**src/core/asrhc_pkg.sv**
```systemverilog
// Package of constants for the asynchronous 4K x 4 SRAM host controller
//==========================================================================
// Summary of operation
// - Host keeps select or strobe high while address lines change.
// - Host holds address stable across the whole write, zero setup and hold.
// - Write starts on later falling edge, ends on earlier rising edge.
// - Host drives write data setup time before write end, holds past it.
// - Host meets address, select and strobe minimum times before write end.
// - Host deselects before supply falls, waits a read period after recovery; code deselects only once I_SUPPLY_LOW is seen and any access ends.
//==========================================================================
package asrhc_pkg;
    // Clock period in picoseconds (125 MHz)
    localparam int CLK_PS = 8000;
    // Memory geometry
    localparam int ADDR_W = 12;
    localparam int DATA_W = 4;
    // Timing figures of the slowest grade, in ns
    localparam int ADDR_TO_DATA_DELAY_NS = 45;
    localparam int READ_PERIOD_NS = 45;
    localparam int ADDR_BEFORE_WRITE_END_NS = 40;
    localparam int SELECT_BEFORE_WRITE_END_NS = 40;
    localparam int STROBE_BEFORE_WRITE_END_NS = 40;
    localparam int DIN_SETUP_NS = 18;
    localparam int STROBE_TO_HIZ_DELAY_NS = 17;
    // Least times and longest times both round up, never below one cycle
    localparam int RD_CYC = (ADDR_TO_DATA_DELAY_NS * 1000 + CLK_PS - 1)
        / CLK_PS + 1;
    localparam int WR_LOW_NS = (STROBE_BEFORE_WRITE_END_NS
        > SELECT_BEFORE_WRITE_END_NS) ? STROBE_BEFORE_WRITE_END_NS
        : SELECT_BEFORE_WRITE_END_NS;
    localparam int WR_CYC = (WR_LOW_NS * 1000 + CLK_PS - 1) / CLK_PS;
    localparam int HIZ_CYC = (STROBE_TO_HIZ_DELAY_NS * 1000 + CLK_PS - 1)
        / CLK_PS;
    localparam int REC_CYC = (READ_PERIOD_NS * 1000 + CLK_PS - 1) / CLK_PS;
    // Data must stand this many cycles on the pins before the strobe rises
    localparam int DS_CYC = (DIN_SETUP_NS * 1000 + CLK_PS - 1) / CLK_PS;
    // Strobe low time is the longer of the width and the float plus setup
    localparam int WR_END_CYC = (WR_CYC > HIZ_CYC + DS_CYC) ? WR_CYC
        : HIZ_CYC + DS_CYC;
    localparam int CNT_W = 4;
endpackage

```
**src/core/asrhc_pins_if.sv**
```systemverilog
// Interface carrying the SRAM pin group between host modules
`timescale 1ns/100ps
interface asrhc_pins_if;
    import asrhc_pkg::*;
    logic [ADDR_W-1:0] addr;
    logic select_n;
    logic strobe_n;
    logic [DATA_W-1:0] dout;
    logic dout_oe;
    logic [DATA_W-1:0] din;
    modport drv (output addr, select_n, strobe_n, dout, dout_oe, input din);
    modport pad (input addr, select_n, strobe_n, dout, dout_oe, output din);
endinterface

```
**src/core/asrhc_pad.sv**
```systemverilog
// Pin stage: registers the data bus sampled from the memory
`timescale 1ns/100ps
module asrhc_pad
    import asrhc_pkg::*;
(
    // Clock and reset
    input wire logic i_clk,
    input wire logic i_reset,
    // Pins from memory
    input wire logic [DATA_W-1:0] i_nibble_io,
    // Pin group toward controller
    asrhc_pins_if.pad pins
);
    // Register read data so the capture point is a flip-flop
    always_ff @(posedge i_clk)
    begin
        if (i_reset)
            pins.din <= '0;
        else
            pins.din <= i_nibble_io;
    end
endmodule // asrhc_pad

```
**src/core/asrhc_ctrl.sv**
```systemverilog
// Top: host controller driving an asynchronous 4K x 4 SRAM
`timescale 1ns/100ps
module asrhc_ctrl
    import asrhc_pkg::*;
(
    // Clock and reset
    input wire logic I_CLK_SYS,
    input wire logic I_RESET,
    // Request port
    input wire logic I_REQ_VALID,
    input wire logic I_REQ_WRITE,
    input wire logic [ADDR_W-1:0] I_REQ_ADDR,
    input wire logic [DATA_W-1:0] I_REQ_WDATA,
    output logic O_REQ_READY,
    output logic O_RD_VALID,
    output logic [DATA_W-1:0] O_RD_DATA,
    // Retention control
    input wire logic I_SUPPLY_LOW,
    // Memory pins
    output logic [ADDR_W-1:0] O_WORD_ADDR_LINES,
    output logic O_SELECT_N,
    output logic O_STROBE_N,
    input wire logic [DATA_W-1:0] I_NIBBLE_IO,
    output logic [DATA_W-1:0] O_NIBBLE_IO,
    output logic O_NIBBLE_IO_OE
);
    //======================================================================
    // State
    //======================================================================
    typedef enum logic [2:0] {
        ST_IDLE = 3'b000,
        ST_RD = 3'b001,
        ST_WHIZ = 3'b010,
        ST_WR = 3'b011,
        ST_WEND = 3'b100,
        ST_RET = 3'b101,
        ST_REC = 3'b110
    } asrhc_state_e;

    typedef struct packed {
        asrhc_state_e st;
        logic [CNT_W-1:0] cnt;
        logic [ADDR_W-1:0] addr;
        logic [DATA_W-1:0] wdata;
        logic select_n;
        logic strobe_n;
        logic oe;
        logic rd_valid;
        logic [DATA_W-1:0] rd_data;
    } asrhc_state_s;

    asrhc_state_s r;
    asrhc_state_s next_r;
    asrhc_pins_if pins ();

    localparam logic [CNT_W-1:0] RD_LAST = CNT_W'(RD_CYC - 1);
    // Counted from strobe fall, so the data setup after the float fits too
    localparam logic [CNT_W-1:0] WR_LAST = CNT_W'(WR_END_CYC - 1);
    localparam logic [CNT_W-1:0] HIZ_LAST = CNT_W'(HIZ_CYC - 1);
    localparam logic [CNT_W-1:0] REC_LAST = CNT_W'(REC_CYC - 1);

    // Registered read data capture stage
    asrhc_pad u_pad (
        .i_clk(I_CLK_SYS),
        .i_reset(I_RESET),
        .i_nibble_io(I_NIBBLE_IO),
        .pins(pins)
    );

    //======================================================================
    // Next-state logic
    //======================================================================
    // Memory needs no clock; every access and recovery phase is paced by cycle counts
    always_comb
    begin
        next_r = r;
        next_r.rd_valid = 1'b0;
        next_r.cnt = r.cnt + 1'b1;
        case (r.st)
            ST_IDLE:
            begin
                next_r.cnt = '0;
                next_r.select_n = 1'b1;
                next_r.strobe_n = 1'b1;
                next_r.oe = 1'b0;
                if (I_SUPPLY_LOW)
                    next_r.st = ST_RET;
                else if (I_REQ_VALID)
                begin
                    // Address moves only while select is high
                    next_r.addr = I_REQ_ADDR;
                    next_r.wdata = I_REQ_WDATA;
                    next_r.select_n = 1'b0;
                    if (I_REQ_WRITE)
                    begin
                        // Strobe low with select: write window opens
                        next_r.strobe_n = 1'b0;
                        next_r.st = ST_WHIZ;
                    end
                    else
                        next_r.st = ST_RD;
                end
            end
            ST_RD:
            begin
                // Bus released while memory drives; wait full access time
                next_r.oe = 1'b0;
                if (r.cnt == RD_LAST)
                begin
                    next_r.rd_valid = 1'b1;
                    next_r.rd_data = pins.din;
                    next_r.select_n = 1'b1;
                    next_r.st = ST_IDLE;
                end
            end
            ST_WHIZ:
            begin
                // Let the memory float its pins before we drive
                if (r.cnt == HIZ_LAST)
                begin
                    next_r.oe = 1'b1;
                    next_r.cnt = CNT_W'(HIZ_CYC);
                    next_r.st = ST_WR;
                end
            end
            ST_WR:
            begin
                // Hold strobe, select, address and data for minimum widths
                if (r.cnt == WR_LAST)
                begin
                    next_r.strobe_n = 1'b1;
                    next_r.st = ST_WEND;
                end
            end
            ST_WEND:
            begin
                // Data and address held one cycle past the strobe rise
                next_r.select_n = 1'b1;
                next_r.oe = 1'b0;
                next_r.st = ST_IDLE;
            end
            ST_RET:
            begin
                // Deselected for the rest of the low-supply period once any access under way ends
                next_r.cnt = '0;
                next_r.select_n = 1'b1;
                next_r.strobe_n = 1'b1;
                next_r.oe = 1'b0;
                if (!I_SUPPLY_LOW)
                    next_r.st = ST_REC;
            end
            ST_REC:
            begin
                if (I_SUPPLY_LOW)
                    next_r.st = ST_RET;
                else if (r.cnt == REC_LAST)
                    next_r.st = ST_IDLE;
            end
            default:
                next_r.st = ST_IDLE;
        endcase
    end

    // Single register bank for all state
    always_ff @(posedge I_CLK_SYS)
    begin
        if (I_RESET)
        begin
            r <= '0;
            r.st <= ST_IDLE;
            r.select_n <= 1'b1;
            r.strobe_n <= 1'b1;
        end
        else
            r <= next_r;
    end

    //======================================================================
    // Outputs
    //======================================================================
    // Pins come straight from flip-flops to avoid glitches on the strobes
    assign pins.addr = r.addr;
    assign pins.select_n = r.select_n;
    assign pins.strobe_n = r.strobe_n;
    assign pins.dout = r.wdata;
    assign pins.dout_oe = r.oe;
    assign O_WORD_ADDR_LINES = pins.addr;
    assign O_SELECT_N = pins.select_n;
    assign O_STROBE_N = pins.strobe_n;
    assign O_NIBBLE_IO = pins.dout;
    assign O_NIBBLE_IO_OE = pins.dout_oe;
    assign O_REQ_READY = (r.st == ST_IDLE) && !I_SUPPLY_LOW;
    assign O_RD_VALID = r.rd_valid;
    assign O_RD_DATA = r.rd_data;
endmodule // asrhc_ctrl

```
**config.mk**
```make
export PLATFORM = sky130hd
export DESIGN_NAME = asrhc_ctrl
export DESIGN_NICKNAME = d
export VERILOG_FILES = /design/src/core/asrhc_pkg.sv /design/src/core/asrhc_pins_if.sv /design/src/core/asrhc_pad.sv /design/src/core/asrhc_ctrl.sv
export SDC_FILE = /design/constraint.sdc
export NUM_CORES = 1
export LEC_CHECK = 0
export ABC_CLOCK_PERIOD_IN_PS = 1700
export BUFFER_PORTS_ARGS = -buffer_cell sky130_fd_sc_hd__buf_2
export CORE_MARGIN = 2
export CORE_UTILIZATION = 45
export CTS_BUF_LIST = sky130_fd_sc_hd__clkbuf_16
export CTS_CLUSTER_DIAMETER = 30
export DETAILED_ROUTE_END_ITERATION = 12
export GPL_ROUTABILITY_DRIVEN = 0
export GPL_TIMING_DRIVEN = 0
export PLACE_DENSITY = 0.73
export SYNTH_ARGS = -nofsm -noshare
export SYNTH_HDL_FRONTEND = slang
export SYNTH_SLANG_ARGS = --single-unit
```
**constraint.sdc**
```tcl
create_clock -name I_CLK_SYS -period 1.7 [get_ports I_CLK_SYS]
set_input_delay 0.34 -clock I_CLK_SYS [delete_from_list [all_inputs] [get_ports I_CLK_SYS]]
set_output_delay 0.34 -clock I_CLK_SYS [all_outputs]
set_load 0.1 [all_outputs]
```
Word level (Yosys, flattened, before mapping)

Index checks and enable logic that the tools add are counted.

Add/subtract/negate cells: 1
Equality and inequality tests: 15
Mux-type cells: 21
Bitwise logic cells: 2
Reductions and logical operators: 16

Operator list:

| cell                                           | count |
|---|---|
| 2-to-1 mux 3 bit                               | 7 |
| one-hot mux 3 bit (6 select lines)             | 1 |
| == test 3 bit (second input constant)          | 3 |
| == test 4 x 3 -> 1 bit (second input constant) | 2 |
| != test 2 bit (second input constant)          | 4 |
| one-hot mux 4 bit (2 select lines)             | 1 |
| AND reduction 2 bit                            | 4 |
| 2-to-1 mux 7 bit                               | 1 |
| == test 3 x 2 -> 1 bit (second input constant) | 2 |
| 2-to-1 mux 2 bit                               | 3 |
| != test 3 bit (second input constant)          | 2 |
| one-hot mux 1 bit (3 select lines)             | 2 |
| AND reduction 6 bit                            | 1 |
| nonzero test 3 bit                             | 2 |
| OR reduction 2 bit                             | 3 |
| 2-to-1 mux 5 bit                               | 1 |
| adder 4 x 1 -> 4 bit (second input constant)   | 1 |
| == test 4 x 2 -> 1 bit (second input constant) | 1 |
| 2-to-1 mux 1 bit                               | 4 |
| OR reduction 4 bit                             | 1 |
| == test 3 x 1 -> 1 bit (second input constant) | 1 |
| zero test 3 bit                                | 1 |
| AND reduction 3 bit                            | 1 |
| NOT 1 bit                                      | 2 |
| other kinds (4)                                | 4 |

Register bits: 35
Output and inout port bits: 25
Word-level logic and storage cells: 65

Depth between registers and ports, before layout

Depth after elaboration: 4
Gate-level depth with buffers: 7
Mapped depth without buffers: 7

By module

A second synthesis with hierarchy kept.

Cell total of the unflattened synthesis: 202
Area, all modules: 1669.1 µm²

By module, submodules not included:

| module     | times used | cells each | area an instance (µm²) | seq. area each (µm²) |
|---|---|---|---|---|
| asrhc_ctrl | 1          | 194        | 1564.0                 | 620.6 |
| asrhc_pad  | 1          | 8          | 105.1                  | 80.1 |

Worst setup path after synthesis

No wires, ideal clock.

Path kind: register -> register
Start point: register r[28] (netlist bit)
End point: register r, in the netlist O_NIBBLE_IO[3]
Library setup time: 0.132 ns
Arrival: 2.509 ns
Data required time: 1.568 ns
Slack: -0.942 ns
Stages on the path, launching flop included: 7
Buffers on the path: 1
Period minus slack after synthesis: 2.642 ns
Path through: dfxtp_1 -> or2_1 -> nor3_2 -> nand2_1 -> buf_2 -> nand2_1 -> a21oi_1

Longest elaborated chain between the ends: 2

Ends and longest elaborated chain:

| item                                 | line              | source |
|---|---|---|
| start, declared                      | asrhc_ctrl.sv:52  | `asrhc_state_s r;` |
| start signal, assigned               | asrhc_ctrl.sv:175 | `r <= next_r;` |
| zero test 3 bit                      | asrhc_ctrl.sv:79  | `case (r.st)` |
| AND reduction 3 bit (no source line) | -                 |  |

No other way between the ends.
A chain may end at the register's enable or synchronous reset.

Worst setup path in the final report

Start point: register r[28] (netlist bit)
End point: output O_REQ_READY

Longest elaborated chain between the ends: 2

Ends and longest elaborated chain:

| item              | line              | source |
|---|---|---|
| zero test 3 bit   | asrhc_ctrl.sv:192 | `assign O_REQ_READY = (r.st == ST_IDLE) && !I_SUPPLY_LOW;` |
| logical AND 1 bit | asrhc_ctrl.sv:192 |  |
| end, declared     | asrhc_ctrl.sv:14  | `output logic O_REQ_READY,` |

No other way between the ends.

==> out/metrics.yaml <==
run_status:
  status: "completed"
cts:
  cts.clk_slew.worst_paths_ps: 50
  clock_sinks: 35
  postCtsSetupBuffers: 0
  cts_buffers: 5
  cts_root_buf: "clkbuf_16"
  clock_latency_ps: 280
  clk_path_buf_depth: 2
  cts_tree: "done"
  htree_levels: 2
power:
  switching_share: 0.397
  seq_power_share: 0.294
  ir_drop_uv: 1160
  p_per_area_nw_per_um2: 1620
  power.internal_uw: 2080
  combPwrFrac: 0.407
  power.switching_uw: 1370
  clockPowerShare: 0.299
  power.leakage_uw: 0.00100
min_path:
  min_path_type: "input port to flop"
  whs_path_depth: 2
  hold_end: "u_pad.pins.din[3]"
  worstHoldStart: "I_NIBBLE_IO[3]"
global_routing:
  grt_use_total: 0.161
  grt.overflow.total: 0
  grt_antenna_before_repair: 0
  grt_start_max_net_pins: 13
  grt_pass1_wl_um: 5180
  grt_pass1_vias: 1225
worst_setup_path:
  crit_path_start_kind: "flop"
  crit_chain: "or2_4, nor3_4, buf_12"
  crit_start: "r[28]"
  criticalPathCategory: "flop to output port"
  rr_worst_depth: 7
  r2r_slack_ps: 110
  crit_arrival_ps: 1260
  r2r_end: "r[28]"
  required_ps: 1360
  worst-path-buf-inv: 1
  crit_family: "simple AND/OR/NAND/NOR gates"
  r2r-start: "r[24]"
  cpPeakStageDelay_ps: 340
  critPathSlowestCell: "dfxtp_2"
  end_kind: "output port"
  worstPathMaxFanout: 6
sta:
  final.period_utilization: 0.941
  skew_ps: 3.28
  max-slew-margin-rel: 0.673
  setup_tns_ps: 0
  rsz0062_at_grt: "no"
  hold_viol: 0
  min_period_ps: 1600
  fmax_ghz: 0.625
  drv_slew: 0
  hold_slack_ps: 267
  tightest_slew_ps: 490
  setup_viol: 0
placement:
  dp_hpwl_um: 2370
  portBuffers: 48
synth:
  netlist_top_cells_area: "dfxtp_1, buf_4, nand2_1, a21oi_1, mux2i_1"
  seq_area_frac_synth: 0.429
  syn_area_per_cell_um2: 8.59
  syn_inst: 190
  synth_top_cell_by_area: "dfxtp_1"
  postSynthNetCount: 218
  ys_warn_count: 0
  syn_area_um2: 1630
  ys_types: 36
  synth_top_area_frac: 0.429
  synth_seq_cells: 35
route:
  detail-route-antenna-nets: 0
  detail_route.vias_per_cell: 4.79
  vias: 1400
  dr.pass1.iters: 4
  drc: 0
  first_iter_violations: 52
  totalWireLength_um: 3220
  avgRoutedWirePerCell_um: 11.0
floorplanning:
  fp-row-count: 21
  start_util: 0.478
  fp.dieH_um: 64.2
  die_w_um: 64.2
  core-area_um2: 3420
  io_pins: 50
  dieArea_um2: 4120
finish:
  diodes: 0
  area_growth_pct: 31.1
  mostFrequentLayoutCell: "buf_2"
  nets: 273
  mostFrequentLayoutCells: "buf_2, nand2_1, dfxtp_1"
  layout-drive-gt1-share: 0.382
flow_run:
  max_cap_violations: 0
## sequential cells by signal, indices dropped and copies added (netlist names)
| signal | count |
|---|---|
| u_pad.pins.din | 4 |
| O_SELECT_N | 1 |
| O_NIBBLE_IO_OE | 1 |
| O_STROBE_N | 1 |
| O_RD_DATA | 4 |
| O_NIBBLE_IO | 4 |
| O_RD_VALID | 1 |
| O_WORD_ADDR_LINES | 12 |
| r | 7 |
## worst max path at each step
stage,endpoint,cells past startpoint,slack [ps]
final,O_REQ_READY,3,100
after global routing,r[28],7,2
after CTS,O_REQ_READY,3,20
after detailed placement,r[28],7,90
after global placement,O_REQ_READY,3,140
after floorplan,O_NIBBLE_IO[3],6,-330
## kinds of logic after synthesis
family / Yosys count / synth area share
mux: 5 / 0.0307
fa+ha+maj: 3 / 0.0230
flops: 35 / 0.429
compound gates: 39 / 0.146
simple gates: 72 / 0.224
buf+inv: 34 / 0.137
xor+xnor: 2 / 0.0107
## power groups by stage
stage                     clock [µW]  combinational (µW)  sequential [µW]
after global routing            1090                1490             1030
after floorplan                    0                1080             1120
after CTS                       1050                1390             1020
after global placement             0                1370             1030
final                           1030                1410             1020
after detailed placement           0                1380             1030
## routing by layer
metal,global-route usage,vias up,share of wire
met1,0.194,621,0.46
li1,-,722,-
met4,0.0957,0,0.016
met2,0.251,50,0.46
met5,0,-,0
met3,0.0475,7,0.064
## final cells by class
| class | count | area (µm²) |
|---|---|---|
| sequential | 35 | 703 |
| clock buffer | 5 | 125 |
| timing repair buffer | 48 | 255 |
| clock inverter | 3 | 43.8 |
| fill | 309 | 1280 |
| tap | 46 | 57.6 |
| inverter | 4 | 15.0 |
| buffer | 30 | 214 |
| multi-input combinational | 121 | 724 |
## Yosys cell counts (all sizes together)
library cell,number
nand2,37
dfxtp,35
buf,27
a21oi,24
nor2,12
nor2b,6
mux2i,5
inv,4
o21ai,4
a211oi,3
clkbuf,3
ha,3
nand3,3
nand3b,3
and2b,2
nand2b,2
nor3,2
nor3b,2
a2111oi,1
a2bb2oi,1
a311oi,1
and2,1
nor4,1
o211ai,1
o221ai,1
o22ai,1
o31a,1
o31ai,1
or2,1
xnor2,1
xor2,1
## worst reg2reg max path, delay by kind of cell (launching register included)
| family | cells | cell delay, ps |
|---|---|---|
| simple gates | 2 | 210 |
| fa+ha+maj | 1 | 200 |
| mux | 1 | 220 |
| compound gates | 2 | 380 |
| flops | 1 | 390 |
| buf+inv | 1 | 60 |
## through the flow
stage	instances	worst slack, ps	area, µm²	util	power [µW]
6_report	292	99.9	2140	0.626	3460
3_5_place_dp	284	92.5	1950	0.571	2410
2_1_floorplan	190	-326	1650	-	2200
5_1_grt	292	2.41	2140	0.626	3620
4_1_cts	292	21.8	2120	0.622	3460
3_3_place_gp	284	142	1950	0.571	2400
## repair_timing
action,4_1_cts,5_1_grt
endpoints found under the setup margin,1,3
hold buffers,0,0
pin swaps,0,1
resized for setup,2,3
(Power assumes the default switching activity.)
